File: config.mk
export PLATFORM = sky130hd
export DESIGN_NAME = ppc_port_power_control
export DESIGN_NICKNAME = d
export VERILOG_FILES = /design/src/ppc_pkg.sv /design/src/ppc_filt_if.sv /design/src/ppc_glitch_filter.sv /design/src/ppc_port_power_control.sv
export VERILOG_INCLUDE_DIRS = /design/src
export SDC_FILE = /design/constraint.sdc
export NUM_CORES = 1
export LEC_CHECK = 0
export BUFFER_PORTS_ARGS = -buffer_cell sky130_fd_sc_hd__buf_2
export CAP_MARGIN = 20
export CORE_MARGIN = 3
export CORE_UTILIZATION = 30
export DETAILED_ROUTE_END_ITERATION = 7
export PLACE_DENSITY = 0.56
export SLEW_MARGIN = 0
export SYNTH_ARGS = -nofsm -noshare
export SYNTH_HDL_FRONTEND = slang
export SYNTH_SLANG_ARGS = --single-unit
File: constraint.sdc
create_clock -name sys_clk -period 5.6 [get_ports sys_clk]
set_clock_uncertainty 0.1 [all_clocks]
set_input_delay 0.56 -clock sys_clk [delete_from_list [all_inputs] [get_ports sys_clk]]
set_output_delay 0.56 -clock sys_clk [all_outputs]
set_load 0.05 [all_outputs]
File: src/ppc_defs.svh
// register offsets, field positions, reset values and timing counts for the PSE port control
// assumes inclusion by the package and the design modules only
//
// Function
// - fault timer expiry drops gate, records timeout event
// - foldback current limit while switch drop exceeds 10V
// - power-good bit set when output under 2.4V
// - 500k idle load connected whenever the port is unpowered: idle, detect and class
// - configuration loaded from standalone pin at reset
// - live standalone pin level at 11h bit 0
// - maskable shutdown resets masked port like shutdown
// - maskable shutdown ignores low pulses under 1us
// - type-1 grade: no two-event, class 4 as 0
// - power only after 25k signature detected
// - open circuit after power removes port power
// - current fault or short removes port power
// - type-2 grade runs detect, classify, power unaided
// - port shutdown input overrides registers, 1us filter
`ifndef PPC_DEFS_SVH
`define PPC_DEFS_SVH

// register map
`define PPC_ADDR_PIN_STATE   8'h11
`define PPC_ADDR_MISC_CFG    8'h17
`define PPC_ADDR_PORT_STATUS 8'h30
`define PPC_ADDR_PORT_CFG    8'h31

// field positions
`define PPC_PIN_STANDALONE   0
`define PPC_MISC_MASK        0
`define PPC_STAT_OVERCURRENT 0
`define PPC_STAT_INRUSH      1
`define PPC_STAT_PGOOD       2
`define PPC_CFG_AUTO         0
`define PPC_CFG_DETECT       1
`define PPC_CFG_CLASS        2
`define PPC_CFG_POWER_REQ    3
`define PPC_CFG_IMASK_LO     4

// reset values
`define PPC_MISC_CFG_RST     8'h00
`define PPC_CFG_RST_AUTO     8'h77
`define PPC_CFG_RST_HOST     8'h70
`define PPC_STATUS_RST       3'h0

// class codes
`define PPC_CLASS_0          3'h0
`define PPC_CLASS_4          3'h4

// timing: shutdown glitch filter
`define PPC_CLK_MHZ          40
`define PPC_GLITCH_NS        1000
`define PPC_GLITCH_CYC       ((`PPC_GLITCH_NS * `PPC_CLK_MHZ + 999) / 1000)
`define PPC_GLITCH_CW        6

`endif

File: src/ppc_pkg.sv
// types shared by the PSE port control modules
// assumes ppc_defs.svh is on the include path
package ppc_pkg;
	`include "ppc_defs.svh"

	// port sequencing states, gray coded along detect-class-inrush-powered
	typedef enum logic [2:0] {
		PPC_IDLE    = 3'h0,
		PPC_DETECT  = 3'h1,
		PPC_CLASS   = 3'h3,
		PPC_INRUSH  = 3'h2,
		PPC_POWERED = 3'h6
	} ppc_state_t;

	typedef logic [7:0] ppc_byte_t;
	typedef logic [2:0] ppc_class_t;
endpackage

File: src/ppc_filt_if.sv
// carrier between a raw active-low shutdown pin and its glitch filter
// assumes one clock domain, sys_clk
`timescale 1ns/10ps
interface ppc_filt_if;
	logic raw_n;
	logic clean_n;

	modport filt (input raw_n, output clean_n);
	modport user (output raw_n, input clean_n);
endinterface

File: src/ppc_glitch_filter.sv
// active-low glitch filter: low must persist for the filter time before it passes
// assumes the raw input is synchronous to sys_clk
`timescale 1ns/10ps
`include "ppc_defs.svh"
module ppc_glitch_filter
	import ppc_pkg::*;
(
	// clock and reset
	input  wire logic sys_clk,
	input  wire logic sys_rst,
	// pin in, filtered level out
	ppc_filt_if.filt  fl
);
	localparam logic [`PPC_GLITCH_CW-1:0] LOW_MAX = `PPC_GLITCH_CW'(`PPC_GLITCH_CYC - 1);

	logic [`PPC_GLITCH_CW-1:0] lo_cnt;
	logic [`PPC_GLITCH_CW-1:0] next_lo_cnt;
	logic                      clean_n;
	logic                      next_clean_n;

	// high releases at once; low asserts only after a full filter time
	always_comb begin
		next_lo_cnt  = lo_cnt;
		next_clean_n = clean_n;
		if (fl.raw_n) begin
			next_lo_cnt  = '0;
			next_clean_n = 1'b1;
		end else if (lo_cnt == LOW_MAX) begin
			next_clean_n = 1'b0;
		end else begin
			next_lo_cnt = lo_cnt + `PPC_GLITCH_CW'(1);
		end
	end

	always_ff @(posedge sys_clk) begin
		if (sys_rst) begin
			lo_cnt  <= '0;
			clean_n <= 1'b1;
		end else begin
			lo_cnt  <= next_lo_cnt;
			clean_n <= next_clean_n;
		end
	end

	assign fl.clean_n = clean_n;

	a_glitch_hold: assert property (@(posedge sys_clk) disable iff (sys_rst)
		$fell(clean_n) |-> (!$past(fl.raw_n) && $past(lo_cnt) == LOW_MAX))
		else $error("filtered shutdown fell before the filter time");
	a_glitch_release: assert property (@(posedge sys_clk) disable iff (sys_rst)
		fl.raw_n |=> clean_n)
		else $error("filtered shutdown did not release when input went high");
endmodule

File: src/ppc_port_power_control.sv
// PSE single-port power control: sequencing, gate drive, fault events, registers
// assumes detection, classification and analog monitors deliver sync digital levels
`timescale 1ns/10ps
`include "ppc_defs.svh"
module ppc_port_power_control
	import ppc_pkg::*;
#(
	parameter bit TYPE1_ONLY = 1'b0
) (
	// clock and reset
	input  wire logic       sys_clk,
	input  wire logic       sys_rst,
	// control pins
	input  wire logic       standalone_pin,
	input  wire logic       port_shutdown_n,
	input  wire logic       maskable_shutdown_n,
	// analog front-end results
	input  wire logic       sig_valid,
	input  wire logic       class_done,
	input  wire ppc_class_t pd_class,
	input  wire logic       fault_timer_expired,
	input  wire logic       current_fault,
	input  wire logic       short_circuit,
	input  wire logic       open_circuit,
	input  wire logic       vds_above_10v,
	input  wire logic       out_below_2v4,
	// register port
	input  wire ppc_byte_t  reg_addr,
	input  wire ppc_byte_t  reg_wdata,
	input  wire logic       reg_wr,
	input  wire logic       reg_rd,
	output ppc_byte_t       reg_rdata,
	// drives to the analog front-end, and the host interrupt
	output logic            gate_on,
	output logic            foldback_en,
	output logic            idle_load_en,
	output logic            detect_en,
	output logic            class_en,
	output logic            two_event_class_en,
	output ppc_class_t      class_eff,
	output logic            int_n
);
	////////////////////////////////////////////////////////////////////////////
	// shutdown filters
	ppc_filt_if flt [2] ();
	logic [1:0] raw_pins;
	assign raw_pins = {maskable_shutdown_n, port_shutdown_n};

	generate
		for (genvar i = 0; i < 2; i++) begin : g_filt
			assign flt[i].raw_n = raw_pins[i];
			ppc_glitch_filter u_filt (
				.sys_clk (sys_clk),
				.sys_rst (sys_rst),
				.fl      (flt[i])
			);
		end
	endgenerate

	logic port_shutdown_n_clean_n;
	logic msd_clean_n;
	assign port_shutdown_n_clean_n = flt[0].clean_n;
	assign msd_clean_n  = flt[1].clean_n;

	function automatic logic addr_is(input ppc_byte_t a, input ppc_byte_t ref_a);
		return a == ref_a;
	endfunction

	////////////////////////////////////////////////////////////////////////////
	// registers
	ppc_byte_t  misc_cfg;
	ppc_byte_t  next_misc_cfg;
	ppc_byte_t  port_cfg;
	ppc_byte_t  next_port_cfg;
	logic [2:0] status;
	logic [2:0] next_status;
	logic       cfg_loaded;
	logic       next_cfg_loaded;
	ppc_byte_t  next_reg_rdata;
	logic       next_int_n;
	logic [2:0] ev_set;
	logic       port_reset;

	// port shutdown always resets the port; maskable shutdown only while the mask bit is set
	assign port_reset = !port_shutdown_n_clean_n
		|| (!msd_clean_n && misc_cfg[`PPC_MISC_MASK]);

	always_comb begin
		next_misc_cfg   = misc_cfg;
		next_port_cfg   = port_cfg;
		next_cfg_loaded = 1'b1;
		next_reg_rdata  = reg_rdata;
		next_status     = status;
		// first cycle after reset release catches the strap level
		if (!cfg_loaded) begin
			next_port_cfg = standalone_pin ? `PPC_CFG_RST_AUTO : `PPC_CFG_RST_HOST;
		end else if (reg_wr) begin
			if (addr_is(reg_addr, `PPC_ADDR_MISC_CFG))
				next_misc_cfg = reg_wdata;
			if (addr_is(reg_addr, `PPC_ADDR_PORT_CFG))
				next_port_cfg = reg_wdata;
		end
		if (reg_rd) begin
			if (addr_is(reg_addr, `PPC_ADDR_PIN_STATE))
				next_reg_rdata = {7'h00, standalone_pin};
			else if (addr_is(reg_addr, `PPC_ADDR_MISC_CFG))
				next_reg_rdata = misc_cfg;
			else if (addr_is(reg_addr, `PPC_ADDR_PORT_STATUS))
				next_reg_rdata = {5'h00, status};
			else if (addr_is(reg_addr, `PPC_ADDR_PORT_CFG))
				next_reg_rdata = port_cfg;
			else
				next_reg_rdata = 8'h00;
			// reading status clears it
			if (addr_is(reg_addr, `PPC_ADDR_PORT_STATUS))
				next_status = 3'h0;
		end
		// a new event wins over the read clear
		next_status = next_status | ev_set;
		next_int_n  = !(|(next_status & port_cfg[`PPC_CFG_IMASK_LO +: 3]));
	end

	always_ff @(posedge sys_clk) begin
		if (sys_rst) begin
			misc_cfg   <= `PPC_MISC_CFG_RST;
			port_cfg   <= `PPC_CFG_RST_HOST;
			status     <= `PPC_STATUS_RST;
			cfg_loaded <= 1'b0;
			reg_rdata  <= 8'h00;
			int_n      <= 1'b1;
		end else begin
			misc_cfg   <= next_misc_cfg;
			port_cfg   <= next_port_cfg;
			status     <= next_status;
			cfg_loaded <= next_cfg_loaded;
			reg_rdata  <= next_reg_rdata;
			int_n      <= next_int_n;
		end
	end

	////////////////////////////////////////////////////////////////////////////
	// port sequencer
	ppc_state_t state;
	ppc_state_t next_state;
	logic       sig_ok;
	logic       next_sig_ok;
	ppc_class_t next_class_eff;
	logic       next_two_event;
	logic       power_ok;
	logic       pwr_fault;

	// host or automatic mode may apply power; type-2 grade runs unaided in auto
	assign power_ok  = port_cfg[`PPC_CFG_AUTO] || port_cfg[`PPC_CFG_POWER_REQ];
	assign pwr_fault = current_fault || short_circuit;

	always_comb begin
		next_state     = state;
		next_sig_ok    = sig_ok;
		next_class_eff = class_eff;
		next_two_event = 1'b0;
		ev_set         = 3'h0;
		case (state)
		PPC_IDLE: begin
			next_sig_ok = 1'b0;
			if (port_cfg[`PPC_CFG_DETECT] && cfg_loaded)
				next_state = PPC_DETECT;
		end
		PPC_DETECT: begin
			if (sig_valid) begin
				next_sig_ok = 1'b1;
				next_state  = port_cfg[`PPC_CFG_CLASS] ? PPC_CLASS : PPC_INRUSH;
				if (!port_cfg[`PPC_CFG_CLASS])
					next_class_eff = `PPC_CLASS_0;
				if (!port_cfg[`PPC_CFG_CLASS] && !power_ok)
					next_state = PPC_DETECT;
			end
		end
		PPC_CLASS: begin
			next_two_event = !TYPE1_ONLY && (class_eff == `PPC_CLASS_4);
			if (class_done) begin
				// type-1 grade treats class 4 as class 0
				if (TYPE1_ONLY && pd_class == `PPC_CLASS_4)
					next_class_eff = `PPC_CLASS_0;
				else
					next_class_eff = pd_class;
				if (power_ok && sig_ok)
					next_state = PPC_INRUSH;
				else if (!power_ok)
					next_state = PPC_DETECT;
			end
		end
		PPC_INRUSH: begin
			if (fault_timer_expired) begin
				ev_set[`PPC_STAT_INRUSH] = 1'b1;
				next_state = PPC_IDLE;
			end else if (pwr_fault) begin
				next_state = PPC_IDLE;
			end else if (out_below_2v4) begin
				next_state = PPC_POWERED;
			end
		end
		PPC_POWERED: begin
			if (fault_timer_expired) begin
				ev_set[`PPC_STAT_OVERCURRENT] = 1'b1;
				next_state = PPC_IDLE;
			end else if (pwr_fault || open_circuit) begin
				next_state = PPC_IDLE;
			end
		end
		default: next_state = PPC_IDLE;
		endcase
		if (gate_on && out_below_2v4)
			ev_set[`PPC_STAT_PGOOD] = 1'b1;
		// a live fault forbids power at any stage, not only once powered
		if (port_reset || pwr_fault || !cfg_loaded) begin
			next_state     = PPC_IDLE;
			next_sig_ok    = 1'b0;
			next_two_event = 1'b0;
		end
	end

	always_ff @(posedge sys_clk) begin
		if (sys_rst) begin
			state              <= PPC_IDLE;
			sig_ok             <= 1'b0;
			class_eff          <= `PPC_CLASS_0;
			two_event_class_en <= 1'b0;
			gate_on            <= 1'b0;
			foldback_en        <= 1'b0;
			idle_load_en       <= 1'b1;
			detect_en          <= 1'b0;
			class_en           <= 1'b0;
		end else begin
			state              <= next_state;
			sig_ok             <= next_sig_ok;
			class_eff          <= next_class_eff;
			two_event_class_en <= next_two_event;
			// gate follows the state; any exit to idle drops it
			gate_on            <= (next_state == PPC_INRUSH) || (next_state == PPC_POWERED);
			foldback_en        <= vds_above_10v;
			idle_load_en       <= !((next_state == PPC_INRUSH) || (next_state == PPC_POWERED));
			detect_en          <= (next_state == PPC_DETECT);
			class_en           <= (next_state == PPC_CLASS);
		end
	end

	////////////////////////////////////////////////////////////////////////////
	// checks
	a_timer_gate_off: assert property (@(posedge sys_clk) disable iff (sys_rst)
		(fault_timer_expired && gate_on) |=> (!gate_on && (status[0] || status[1])))
		else $error("fault timer expiry did not drop gate and record event");
	a_foldback_track: assert property (@(posedge sys_clk) disable iff (sys_rst)
		vds_above_10v |=> foldback_en)
		else $error("foldback not enabled above 10V switch drop");
	a_pgood_set: assert property (@(posedge sys_clk) disable iff (sys_rst)
		(gate_on && out_below_2v4) |=> status[`PPC_STAT_PGOOD])
		else $error("power-good bit not set");
	a_idle_load: assert property (@(posedge sys_clk) disable iff (sys_rst)
		idle_load_en != gate_on)
		else $error("idle load not complementary to port power");
	a_strap_load: assert property (@(posedge sys_clk) disable iff (sys_rst)
		!cfg_loaded |=> port_cfg[`PPC_CFG_AUTO] == $past(standalone_pin))
		else $error("configuration not loaded from standalone pin");
	a_pin_live: assert property (@(posedge sys_clk) disable iff (sys_rst)
		(reg_rd && reg_addr == `PPC_ADDR_PIN_STATE) |=> reg_rdata == {7'h00, $past(standalone_pin)})
		else $error("pin status bit 0 not the live standalone level");
	a_mask_reset: assert property (@(posedge sys_clk) disable iff (sys_rst)
		(!msd_clean_n && misc_cfg[`PPC_MISC_MASK]) |=> (!gate_on && state == PPC_IDLE))
		else $error("masked shutdown did not reset port");
	a_port_shutdown_n_reset: assert property (@(posedge sys_clk) disable iff (sys_rst)
		!port_shutdown_n_clean_n |=> !gate_on)
		else $error("port shutdown did not remove power");
	a_type1_class: assert property (@(posedge sys_clk) disable iff (sys_rst)
		TYPE1_ONLY |-> (class_eff != `PPC_CLASS_4 && !two_event_class_en))
		else $error("type-1 grade used class 4 or two-event class");
	a_sig_first: assert property (@(posedge sys_clk) disable iff (sys_rst)
		$rose(gate_on) |-> $past(sig_ok || sig_valid))
		else $error("power applied without signature");
	a_open_off: assert property (@(posedge sys_clk) disable iff (sys_rst)
		(open_circuit && state == PPC_POWERED) |=> !gate_on)
		else $error("open circuit did not remove power");
	a_fault_off: assert property (@(posedge sys_clk) disable iff (sys_rst)
		(current_fault || short_circuit) |=> !gate_on)
		else $error("current fault did not remove power");
	a_event_int: assert property (@(posedge sys_clk) disable iff (sys_rst)
		(|(status & port_cfg[`PPC_CFG_IMASK_LO +: 3])) |-> ##[0:1] !int_n)
		else $error("unmasked status did not raise interrupt");
	a_cfg_write: assert property (@(posedge sys_clk) disable iff (sys_rst)
		(cfg_loaded && reg_wr && reg_addr == `PPC_ADDR_PORT_CFG)
			|=> port_cfg == $past(reg_wdata))
		else $error("configuration not writable after strap load");
	a_status_hold: assert property (@(posedge sys_clk) disable iff (sys_rst)
		!(reg_rd && reg_addr == `PPC_ADDR_PORT_STATUS)
			|=> (status & $past(status)) == $past(status))
		else $error("status bit lost without a read");
	a_inrush_event: assert property (@(posedge sys_clk) disable iff (sys_rst)
		(state == PPC_INRUSH && fault_timer_expired) |=> status[`PPC_STAT_INRUSH])
		else $error("inrush timeout not recorded");
	a_cut_event: assert property (@(posedge sys_clk) disable iff (sys_rst)
		(state == PPC_POWERED && fault_timer_expired) |=> status[`PPC_STAT_OVERCURRENT])
		else $error("overcurrent timeout not recorded");
	a_auto_power: assert property (@(posedge sys_clk) disable iff (sys_rst)
		(state == PPC_CLASS && class_done && sig_ok && port_cfg[`PPC_CFG_AUTO]
			&& !port_reset && !pwr_fault) |=> gate_on)
		else $error("automatic mode did not apply power after classification");
	a_reset_idle: assert property (@(posedge sys_clk) disable iff (sys_rst)
		port_reset |=> (state == PPC_IDLE && !gate_on))
		else $error("shutdown request did not return port to idle");
endmodule

* Yosys cells after proc, flatten, opt, wreduce, memory -nomap -nowiden
Index checks and enable logic that the tools add are counted.
Operators by class: reductions and logical operators 31, equality and inequality tests 20, $add $sub $neg 2, div/mod/pow operators 0, magnitude comparators 0, bitwise operators 3, muxes and demuxes 35, multipliers 0, shift operators 0
Operator list (number):
- $mux W8 | 7
- $mux W3 | 17
- $eq A8 B5 Y1 const B | 2
- $eq A8 B6 Y1 const B | 2
- $pmux W3 S5 | 1
- $add A6 B1 Y6 const B | 2
- $eq A3 B2 Y1 const B | 4
- $eq A6 B6 Y1 const B | 2
- $eq A3 B3 Y1 const B | 3
- $ne A2 B2 Y1 const B | 4
- $logic_not A1 Y1 | 7
- $logic_or A1 B1 Y1 | 7
- $mux W1 | 7
- $eq A3 B1 Y1 const B | 2
- $pmux W3 S2 | 1
- $reduce_or A2 Y1 | 3
- $reduce_or A3 Y1 | 2
- $logic_and A1 B1 Y1 | 5
- $reduce_and A2 Y1 | 2
- $reduce_and A4 Y1 | 1
- $reduce_bool A2 Y1 | 2
- $and A3 B3 Y3 | 1
- $logic_not A3 Y1 | 1
- $or A3 B3 Y3 | 1
- 5 further kinds | 5
Word-level totals: input port bits 34, register bits after elaboration 56, bits in latches 0, bits in read-only memories 0, RAM bits 0, memories kept 0, logic and storage cells 110, output and inout bits 18

* Longest topological paths before layout
Gate-level depths: netlist (run 1).
depth in word-level cells 10, depth in mapped cells 6, gate-level depth less buffers 4

* Hierarchy
From an unflattened synthesis (run 1), not the netlist that was laid out.
Second synthesis, totals: cell total of the unflattened synthesis 253, area total of the unflattened synthesis 2477.4 sq um
Modules (own cells, without submodules):
- ppc_port_power_control | instances 1, area each 1881.8 sq um, cells each 191
- ppc_glitch_filter | instances 2, area each 297.8 sq um, cells each 31

* Least setup slack after synthesis (run 1)
OpenSTA, ideal clock, no wires.
path kind input -> register, from input port reg_addr[3], to register port_cfg[0], data required time 5.370 ns, slack 3.289 ns, arrival time 2.081 ns, buffers on the path 1, stages 5, library setup time 0.130 ns, path through or4b_1 -> buf_2 -> nor4_4 -> mux2i_1 -> a21oi_1
Between the ends: word-level cells in the longest chain between the ends 3
Ends and longest elaborated chain:
- start: declaration | RTL line ppc_port_power_control.sv:28 | input wire ppc_byte_t reg_addr,
- $eq A8 B6 Y1 | RTL line ppc_port_power_control.sv:66 | return a == ref_a;
- $ne A2 B1 Y1 (no line)
- $reduce_and A2 Y1 (no line)
- end signal: assignment | RTL line ppc_port_power_control.sv:126 | port_cfg <= `PPC_CFG_RST_HOST;
- end signal: assignment | RTL line ppc_port_power_control.sv:133 | port_cfg <= next_port_cfg;
- end: declaration | RTL line ppc_port_power_control.sv:73 | ppc_byte_t port_cfg;
Every way passes these cells. A chain may end at the register's enable or synchronous reset.

* Final worst setup path (run 1)
from input port reg_addr[3], to register misc_cfg[1]
Between the ends: word-level cells in the longest chain between the ends 2
Ends and longest elaborated chain:
- $eq A8 B5 Y1 | RTL line ppc_port_power_control.sv:66
- $reduce_and A3 Y1 (no line)
- end signal: assignment | RTL line ppc_port_power_control.sv:125 | misc_cfg <= `PPC_MISC_CFG_RST;
- end signal: assignment | RTL line ppc_port_power_control.sv:132 | misc_cfg <= next_misc_cfg;
- end: declaration | RTL line ppc_port_power_control.sv:71 | ppc_byte_t misc_cfg;
Every way passes these cells.

==> out/metrics.json, run 1 <==
{
  "die_height": {"value": 95.1, "unit": "um"},
  "ys_seq_area_share": {"value": 47.0, "unit": "%"},
  "status": {"value": "finished clean"},
  "cts_root_buffer": {"value": "sky130_fd_sc_hd__clkbuf_8"},
  "switchingPower": {"value": 0.161, "unit": "mW"},
  "dr.pass1.iters": {"value": 4},
  "synth_seq_cells": {"value": 56},
  "number_of_max_slew_violations_in_the_final_report": {"value": 0},
  "post-route-drc-count": {"value": 0},
  "h-tree-depth": {"value": 2},
  "gp_routability_congestion": {"value": 0.822},
  "placedCellCount": {"value": 393},
  "timing.critical_path.from_type": {"value": "primary input"},
  "max_clock_freq": {"value": 430, "unit": "MHz"},
  "mux_cell_area_share_after_synthesis": {"value": 8.82, "unit": "%"},
  "worst_ir_drop_on_vdd": {"value": 146, "unit": "uV"},
  "grt_start_max_net_pins": {"value": 26},
  "synthesis_warnings": {"value": 0},
  "yosys.area_share.xor_xnor": {"value": 3.67, "unit": "%"},
  "via_density": {"value": 4.83},
  "relSlewSlack": {"value": 35.8, "unit": "%"},
  "detailedPlace.worstSlack": {"value": 2940, "unit": "ps"},
  "critPathArrivalTime": {"value": 2410, "unit": "ps"},
  "grt_util_met1": {"value": 19.4, "unit": "%"},
  "share_clk_of_total_power": {"value": 36.7, "unit": "%"},
  "hold_viol": {"value": 0},
  "synthesis.area_per_instance": {"value": 9.38, "unit": "um^2"},
  "ant_nets": {"value": 0},
  "synthesis.instances": {"value": 254},
  "via_count_of_the_first_global_routing_pass": {"value": 1828},
  "coreArea": {"value": 7490, "unit": "um^2"},
  "buffer_ports.inserted": {"value": 51},
  "power_switching_share": {"value": 22.5, "unit": "%"},
  "grt_antenna_before_repair": {"value": 0},
  "post_route_cells_drive_above_1_share": {"value": 21.8, "unit": "%"},
  "yosysTopAreaCellShare": {"value": 47.0, "unit": "%"},
  "start_util": {"value": 31.8, "unit": "%"},
  "cp_max_fo": {"value": 8},
  "clk_pin_slew": {"value": 100, "unit": "ps"},
  "grt_pass1_wl": {"value": 9360, "unit": "um"},
  "final.min_clock_period": {"value": 2330, "unit": "ps"},
  "finalNetCount": {"value": 338},
  "cell_internal_pwr": {"value": 0.554, "unit": "mW"},
  "yosys.area_share.adder": {"value": 1.05, "unit": "%"},
  "global_route.usage.met2": {"value": 19.7, "unit": "%"},
  "wire_per_inst": {"value": 14.3, "unit": "um"},
  "timing.max_cap.violations": {"value": 0},
  "via_count": {"value": 1943},
  "grt_overflow": {"value": 0},
  "yosysUniqueCellTypes": {"value": 48},
  "synth.area.top_cells": {"value": "sky130_fd_sc_hd__dfxtp_1 47%, sky130_fd_sc_hd__mux2i_1 8.8%, sky130_fd_sc_hd__nor2_1 5.5%"},
  "timing.reg2reg.worst_path_depth": {"value": 4},
  "max-clock-path-buffers": {"value": 2},
  "ctsHoldBuffers": {"value": 0},
  "setup_viol": {"value": 0},
  "post_cts_resized": {"value": 0},
  "clock_tree_from_tritoncts": {"value": "done"},
  "totalWireLength": {"value": 5760, "unit": "um"},
  "post-cts-setup-buffers": {"value": 0},
  "layout_area_growth_over_synthesis": {"value": 18.8, "unit": "%"},
  "n_antenna_cell": {"value": 0},
  "placement_rows": {"value": 31},
  "ioPinCount": {"value": 52},
  "cts-buffers-inserted": {"value": 5},
  "worstSetupEndpointType": {"value": "flip-flop"},
  "tritoncts_num_sinks": {"value": 56},
  "setup_total_negative_slack": {"value": 0, "unit": "ps"},
  "floorplan.die.width": {"value": 95.1, "unit": "um"},
  "multi_input_comb_area": {"value": 1200, "unit": "um^2"},
  "worstPathRequired": {"value": 5680, "unit": "ps"},
  "worstHoldPathCells": {"value": 2},
  "sequentialPowerShare": {"value": 56.8, "unit": "%"},
  "cellPowerDensity": {"value": 252, "unit": "nW/um^2"},
  "mappedNetlistArea": {"value": 2380, "unit": "um^2"},
  "drtIter0Drc": {"value": 72},
  "hold_ws": {"value": 341, "unit": "ps"},
  "synth_simple_gate_area_share": {"value": 22.8, "unit": "%"},
  "grt-busiest-layer": {"value": "met2"},
  "filler_cell_count": {"value": 778},
  "critical_path_class": {"value": "in -> reg"},
  "synth_top_family_by_area": {"value": "simple AND/OR/NAND/NOR gates"},
  "clkLatencyLatePin": {"value": 300, "unit": "ps"},
  "share_of_the_synthesized_area_in_compound_gates_ao_oa_aoi_oai": {"value": 14.0, "unit": "%"},
  "hold_path_class": {"value": "reg -> reg"},
  "instances_no_fill": {"value": 402},
  "die_area": {"value": 9050, "unit": "um^2"},
  "ff_latch_area": {"value": 1120, "unit": "um^2"},
  "power.combinational.fraction": {"value": 6.5, "unit": "%"},
  "final_min_period_over_clock_period": {"value": 41.5, "unit": "%"},
  "tightestPinTransition": {"value": 960, "unit": "ps"},
  "grt_setup_unrepaired": {"value": "false"},
  "finalWorstSetupSlack": {"value": 3270, "unit": "ps"},
  "grtUsageTotal": {"value": 13.4, "unit": "%"},
  "synthesis.nets": {"value": 290},
  "grt_util_met3": {"value": 3.63, "unit": "%"},
  "synth_top_cell_by_area": {"value": "sky130_fd_sc_hd__dfxtp_1"},
  "post-dp-hpwl": {"value": 4360, "unit": "um"},
  "lkg_pwr": {"value": 1.10, "unit": "nW"}
}
[Yosys cell counts, drive strengths merged]
cell type / instances
nand3b: 1
nor2: 35
mux2i: 21
a22o: 12
or2: 3
or3b: 1
or4bb: 1
and2: 1
dfxtp: 56
xnor2: 8
buf: 3
and3: 1
nor3: 4
ha: 2
nor4: 3
inv: 5
nand2b: 3
xor2: 2
a21oi: 15
a2111o: 1
nor3b: 4
clkbuf: 8
o21ai: 3
a221oi: 1
a311oi: 1
o22ai: 2
or3: 2
or4b: 2
a22oi: 2
a32oi: 2
o21bai: 1
nand4: 5
nand4b: 2
nand2: 21
and3b: 1
o41ai: 1
nor2b: 5
or4: 1
a2111oi: 1
a32o: 1
a21o: 3
o31ai: 1
nor4b: 2
nand3: 4
[cells by family after synthesis]
family,count (synthesis)
compound gates,47
xor+xnor,10
fa+ha+maj,2
buf+inv,16
flops,56
mux,21
simple gates,102
[registers in the layout (all words and copies together), names as in the netlist]
register / cells
misc_cfg: 8
two_event_class_en: 1
g_filt.u_filt.lo_cnt: 12
state: 3
port_cfg: 8
class_en: 1
gate_on: 1
class_eff: 3
idle_load_en: 1
foldback_en: 1
cfg_loaded: 1
int_n: 1
reg_rdata: 8
status: 3
sig_ok: 1
g_filt.u_filt.fl.clean_n: 2
detect_en: 1
[metal layers]
metal / vias up / share of wire [%] / wire length, um
met2: 65 / 43 / 2470
met3: 7 / 7.5 / 430
li1: 1002 / - / -
met1: 869 / 48 / 2780
met4: 0 / 1.4 / 79
met5: - / 0 / 0
[worst paths after layout]
path	startpoint	endpoint	slack, ps
worst min-delay path	reg_rdata[2]	reg_rdata[2]	340
worst max register to register	cfg_loaded	idle_load_en	3360
worst max-delay path	reg_addr[3]	misc_cfg[1]	3270
worst min register to register	reg_rdata[2]	reg_rdata[2]	340
[power by group through the flow]
stage	sequential (mW)	combinational [mW]	clock (mW)
6_report	0.406	0.0461	0.262
5_1_grt	0.407	0.0514	0.288
4_1_cts	0.406	0.0466	0.272
3_5_place_dp	0.416	0.0464	0
3_3_place_gp	0.415	0.0466	0
2_1_floorplan	0.415	0.0242	0
[critical path, cell delays in order]
cell and delay, ps:
sky130_fd_sc_hd__buf_2 100, sky130_fd_sc_hd__or4b_1 670, sky130_fd_sc_hd__nor3_2 760, sky130_fd_sc_hd__mux2i_1 260, sky130_fd_sc_hd__nor2_1 50
[layout by cell type, fill, tap and decap left out, types with 2 or more instances in the layout]
cell type,synthesis,final
sky130_fd_sc_hd__nor4b_1,2,2
sky130_fd_sc_hd__a22o_1,12,12
sky130_fd_sc_hd__clkbuf_8,0,5
sky130_fd_sc_hd__or2_2,3,3
sky130_fd_sc_hd__nor3b_1,4,4
sky130_fd_sc_hd__a32oi_1,2,2
sky130_fd_sc_hd__a21o_1,3,3
sky130_fd_sc_hd__or3_1,2,2
sky130_fd_sc_hd__o22ai_1,2,2
sky130_fd_sc_hd__dfxtp_1,56,56
sky130_fd_sc_hd__buf_2,2,51
sky130_fd_sc_hd__nand2_1,21,21
sky130_fd_sc_hd__nor2b_1,5,5
sky130_fd_sc_hd__nand3_1,4,4
sky130_fd_sc_hd__a21oi_1,15,15
sky130_fd_sc_hd__nor3_1,3,3
sky130_fd_sc_hd__nor2_1,35,35
sky130_fd_sc_hd__nor4_1,2,2
sky130_fd_sc_hd__nand2b_1,3,3
sky130_fd_sc_hd__a22oi_1,2,2
sky130_fd_sc_hd__ha_1,2,2
sky130_fd_sc_hd__nand4_1,5,5
sky130_fd_sc_hd__xnor2_1,8,8
sky130_fd_sc_hd__mux2i_1,21,21
sky130_fd_sc_hd__inv_1,5,5
sky130_fd_sc_hd__nand4b_1,2,2
sky130_fd_sc_hd__xor2_1,2,2
sky130_fd_sc_hd__o21ai_0,3,3
[per-stage QoR]
step	utilization, %	cell area (um^2)	power, mW
after floorplan	-	2380	0.439
after global placement	36.3	2720	0.462
after detailed placement	36.3	2720	0.462
after CTS	37.8	2830	0.724
after global routing	37.8	2830	0.746
final	37.8	2830	0.715
[area by class of cell]
type / count / area share, %
sequential: 56 / 39.6
inverter: 5 / 0.663
tap: 99 / 4.37
multi-input combinational: 182 / 42.4
clock buffer: 6 / 2.56
clock inverter: 2 / 1.24
timing repair buffer: 52 / 9.19
(Power assumes the default switching activity.)
==> inputs of run 2 (changes only) <==
- ABC_AREA: not set -> 1
- PLACE_DENSITY: 0.56 -> 0.58
- clock period: 5.6 -> 2.1 ns (I/O delays scaled with it)
==> run 2 against run 1 <==
Net effect: synthesized cell count is 39% higher; clock power is 140% higher; cell count is 28% higher; die area is 7.4% higher; via count is 18% higher; worst hold slack worse by 310 ps; total power grew to 2.6 times the previous value; routed wire length is 3.1% higher.
==> out/metrics.json, run 2 <==
{
  "floorplan.die.width": {"value": 98.6, "unit": "um", "change": "+3.6%"},
  "start_util": {"value": 31.1, "unit": "%", "change": "-0.70 points"},
  "drtIter0Drc": {"value": 94, "change": "+31%"},
  "layout_area_growth_over_synthesis": {"value": 18.6, "unit": "%"},
  "yosysTopAreaCellShare": {"value": 43.6, "unit": "%", "change": "-3.4 points"},
  "yosys.area_share.adder": {"value": 0.973, "unit": "%", "change": "-0.077 points"},
  "global_route.usage.met2": {"value": 21.6, "unit": "%", "change": "+2.0 points"},
  "power.combinational.fraction": {"value": 7.7, "unit": "%", "change": "+1.2 points"},
  "yosys.area_share.xor_xnor": {"value": 2.04, "unit": "%", "change": "-1.6 points"},
  "grt_start_max_net_pins": {"value": 18, "change": "-31%"},
  "finalNetCount": {"value": 445, "change": "+32%"},
  "timing.critical_path.from_type": {"value": "flip-flop"},
  "yosysUniqueCellTypes": {"value": 32, "change": "-33%"},
  "post_synth_edffs": {"value": 0, "change": "unchanged"},
  "n_antenna_cell": {"value": 0, "change": "unchanged"},
  "grt-busiest-layer": {"value": "met2"},
  "synthesis.area_per_instance": {"value": 7.26, "unit": "um^2", "change": "-23%"},
  "finish.utilization": {"value": 36.9, "unit": "%", "change": "-0.90 points"},
  "finalWorstSetupSlack": {"value": 611, "unit": "ps", "change": "-2660 ps"},
  "via_count_of_the_first_global_routing_pass": {"value": 2237, "change": "+22%"},
  "grt_setup_unrepaired": {"value": "false"},
  "share_of_the_synthesized_area_in_compound_gates_ao_oa_aoi_oai": {"value": 13.6, "unit": "%", "change": "-0.44 points"},
  "largest_register_ff_count": {"value": 12, "change": "unchanged"},
  "sequentialPowerShare": {"value": 58.7, "unit": "%", "change": "+1.9 points"},
  "clock_tree_from_tritoncts": {"value": "done"},
  "hold_path_class": {"value": "in -> reg"},
  "setup_viol": {"value": 0, "change": "unchanged"},
  "synth_top_family_by_area": {"value": "simple AND/OR/NAND/NOR gates"},
  "ys_seq_area_share": {"value": 43.6, "unit": "%", "change": "-3.4 points"},
  "post_dp_cell_area": {"value": 2940, "unit": "um^2", "change": "+8.2%"},
  "top_register": {"value": "g_filt.u_filt.lo_cnt"},
  "critical_path_class": {"value": "reg -> reg"},
  "cell_internal_pwr": {"value": 1.39, "unit": "mW", "change": "+150%"},
  "worstPathRequired": {"value": 2200, "unit": "ps", "change": "-3480 ps"},
  "relSlewSlack": {"value": 66.8, "unit": "%", "change": "+31 points"},
  "synth_top_cell_by_area": {"value": "sky130_fd_sc_hd__dfxtp_1"},
  "timing.critical_path.to": {"value": "class_eff[1]"},
  "dr.pass1.iters": {"value": 4, "change": "unchanged"},
  "die_height": {"value": 98.6, "unit": "um", "change": "+3.6%"},
  "grt_antenna_before_repair": {"value": 0, "change": "unchanged"},
  "finish.instance_area": {"value": 3050, "unit": "um^2", "change": "+7.7%"},
  "cellPowerDensity": {"value": 607, "unit": "nW/um^2", "change": "+140%"},
  "gp_routability_congestion": {"value": 0.829, "change": "+0.84%"},
  "grt_pass1_wl": {"value": 10100, "unit": "um", "change": "+8.4%"},
  "max_clock_freq": {"value": 672, "unit": "MHz"},
  "crit-reg2reg-launch": {"value": "state[1]"},
  "timing.max_cap.violations": {"value": 0, "change": "unchanged"},
  "post-cts-setup-buffers": {"value": 0, "change": "unchanged"},
  "worstSetupEndpointType": {"value": "flip-flop"},
  "die_area": {"value": 9720, "unit": "um^2", "change": "+7.4%"},
  "most_common_cell_after_layout_fill_and_taps_aside": {"value": "sky130_fd_sc_hd__nand2_1"},
  "post_route_cells_drive_above_1_share": {"value": 23.9, "unit": "%", "change": "+2.1 points"},
  "synthesis.nets": {"value": 390, "change": "+34%"},
  "post-route-drc-count": {"value": 0, "change": "unchanged"},
  "worst-r2r-setup-slack": {"value": 610, "unit": "ps", "change": "-2750 ps"},
  "tightestPinTransition": {"value": 493, "unit": "ps", "change": "-467 ps"},
  "cts_root_buffer": {"value": "sky130_fd_sc_hd__clkbuf_8"},
  "synth_most_common_cell": {"value": "sky130_fd_sc_hd__nand2_1"},
  "synthesis.instances": {"value": 354, "change": "+39%"},
  "async_reset_ff_share": {"value": 0, "unit": "%", "change": "unchanged"},
  "instances_no_fill": {"value": 515, "change": "+28%"},
  "buffer_ports.inserted": {"value": 51, "change": "unchanged"},
  "detailedPlace.worstSlack": {"value": 610, "unit": "ps", "change": "-2330 ps"},
  "mux_cell_area_share_after_synthesis": {"value": 0, "unit": "%", "change": "-8.8 points"},
  "via_density": {"value": 4.46, "change": "-7.8%"},
  "tritoncts_num_sinks": {"value": 56, "change": "unchanged"},
  "ant_nets": {"value": 0, "change": "unchanged"},
  "switchingPower": {"value": 0.458, "unit": "mW", "change": "+190%"},
  "wire_per_inst": {"value": 11.5, "unit": "um", "change": "-20%"},
  "cp_max_fo": {"value": 7, "change": "-1"},
  "placedCellCount": {"value": 506, "change": "+29%"},
  "grtUsageTotal": {"value": 12.7, "unit": "%", "change": "-0.76 points"},
  "mappedNetlistArea": {"value": 2570, "unit": "um^2", "change": "+7.9%"},
  "synth_seq_cells": {"value": 56, "change": "unchanged"},
  "final.min_clock_period": {"value": 1490, "unit": "ps"},
  "number_of_max_slew_violations_in_the_final_report": {"value": 0, "change": "unchanged"},
  "critPathLaunch": {"value": "state[1]"},
  "synthTopCellsByCount": {"value": "80 x sky130_fd_sc_hd__nand2_1, 56 x sky130_fd_sc_hd__dfxtp_1, 39 x sky130_fd_sc_hd__nor2_1"},
  "status": {"value": "finished clean"},
  "coreArea": {"value": 8260, "unit": "um^2", "change": "+10%"},
  "setup_total_negative_slack": {"value": 0, "unit": "ps", "change": "unchanged"},
  "grt_util_met3": {"value": 2.90, "unit": "%", "change": "-0.73 points"},
  "max-clock-path-buffers": {"value": 2, "change": "unchanged"},
  "critical_path.reg2reg.endpoint": {"value": "class_eff[1]"},
  "post-layout-total-power": {"value": 1.85, "unit": "mW", "change": "+160%"},
  "totalWireLength": {"value": 5940, "unit": "um", "change": "+3.1%"},
  "synth_top_flop_cell": {"value": "sky130_fd_sc_hd__dfxtp_1"},
  "commonest_cells_after_routing_fill_and_taps_aside": {"value": "80 x sky130_fd_sc_hd__nand2_1, 56 x sky130_fd_sc_hd__dfxtp_1, 51 x sky130_fd_sc_hd__buf_2"},
  "worst_ir_drop_on_vdd": {"value": 229, "unit": "uV", "change": "+57%"},
  "critPathArrivalTime": {"value": 1590, "unit": "ps", "change": "-820 ps"},
  "via_count": {"value": 2296, "change": "+18%"},
  "h-tree-depth": {"value": 2, "change": "unchanged"},
  "hold_viol": {"value": 0, "change": "unchanged"},
  "clk_pin_slew": {"value": 100, "unit": "ps", "change": "about the same"},
  "synth_simple_gate_area_share": {"value": 31.5, "unit": "%", "change": "+8.7 points"},
  "timing.reg2reg.worst_path_depth": {"value": 7, "change": "+3"},
  "placement_rows": {"value": 33, "change": "+6.5%"},
  "clkLatencyLatePin": {"value": 310, "unit": "ps", "change": "about the same"},
  "grt_overflow": {"value": 0, "change": "unchanged"},
  "synthesis_warnings": {"value": 0, "change": "unchanged"},
  "grt_util_met1": {"value": 16.3, "unit": "%", "change": "-3.0 points"},
  "cts-buffers-inserted": {"value": 5, "change": "unchanged"},
  "post-dp-hpwl": {"value": 4720, "unit": "um", "change": "+8.2%"},
  "ioPinCount": {"value": 52, "change": "unchanged"},
  "lkg_pwr": {"value": 1.33, "unit": "nW", "change": "+21%"},
  "power_switching_share": {"value": 24.7, "unit": "%", "change": "+2.2 points"},
  "share_clk_of_total_power": {"value": 33.7, "unit": "%", "change": "-3.0 points"},
  "final_min_period_over_clock_period": {"value": 70.9, "unit": "%"},
  "synth.area.top_cells": {"value": "sky130_fd_sc_hd__dfxtp_1 44%, sky130_fd_sc_hd__nand2_1 12%, sky130_fd_sc_hd__a21oi_1 6.2%"},
  "hold_ws": {"value": 28.7, "unit": "ps", "change": "-312 ps"}
}
==> run 2: power groups by stage <==
stage | combinational (mW) | clock, mW | sequential (mW)
5_1_grt | 0.161 | 0.685 | 1.09
3_5_place_dp | 0.142 | 0 | 1.11
3_3_place_gp | 0.140 | 0 | 1.11
2_1_floorplan | 0.0743 | 0 | 1.11
6_report | 0.142 | 0.623 | 1.09
4_1_cts | 0.144 | 0.652 | 1.09
==> run 2: cells by family after synthesis <==
logic type / count (synthesis)
flops: 56
compound gates: 63
fa+ha+maj: 2
xor+xnor: 6
simple gates: 172
buf+inv: 55
==> run 2: cell type report <==
class | instances | area (um^2)
clock buffer | 6 | 82.6
clock inverter | 2 | 15.0
fill | 898 | 5210
inverter | 50 | 190
multi-input combinational | 243 | 1240
sequential | 56 | 1120
tap | 105 | 131
timing repair buffer | 53 | 273
==> run 2: per-layer routing <==
metal / share of wire (%) / up-vias
met5: 0 / -
met1: 48 / 1009
met4: 0.74 / 0
li1: - / 1240
met2: 47 / 42
met3: 4.3 / 5
==> run 2: critical path, stage by stage, from the launching register on <==
cell	delay [ps]
sky130_fd_sc_hd__dfxtp_1	390
sky130_fd_sc_hd__nand2_1	80
sky130_fd_sc_hd__nor2_2	230
sky130_fd_sc_hd__nand2_1	110
sky130_fd_sc_hd__a21oi_2	270
sky130_fd_sc_hd__nand2_1	80
sky130_fd_sc_hd__o21ai_1	80
sky130_fd_sc_hd__nor2_1	40
==> run 2: repair_timing <==
action	in CTS	in global routing
endpoints found under the hold margin	1	0
resized for setup	0	0
hold buffers	1	0
==> run 2: how the worst min path moves through the flow <==
stage | slack [ps] | depth (start not counted) | endpoint | start
2_1_floorplan | 220 | 2 | foldback_en | vds_above_10v
3_3_place_gp | 320 | 3 | foldback_en | vds_above_10v
3_5_place_dp | 320 | 3 | foldback_en | vds_above_10v
4_1_cts | 10 | 3 | g_filt[1].u_filt.fl.clean_n | maskable_shutdown_n
5_1_grt | 50 | 3 | g_filt[0].u_filt.fl.clean_n | port_shutdown_n
6_report | 30 | 3 | g_filt[1].u_filt.fl.clean_n | maskable_shutdown_n
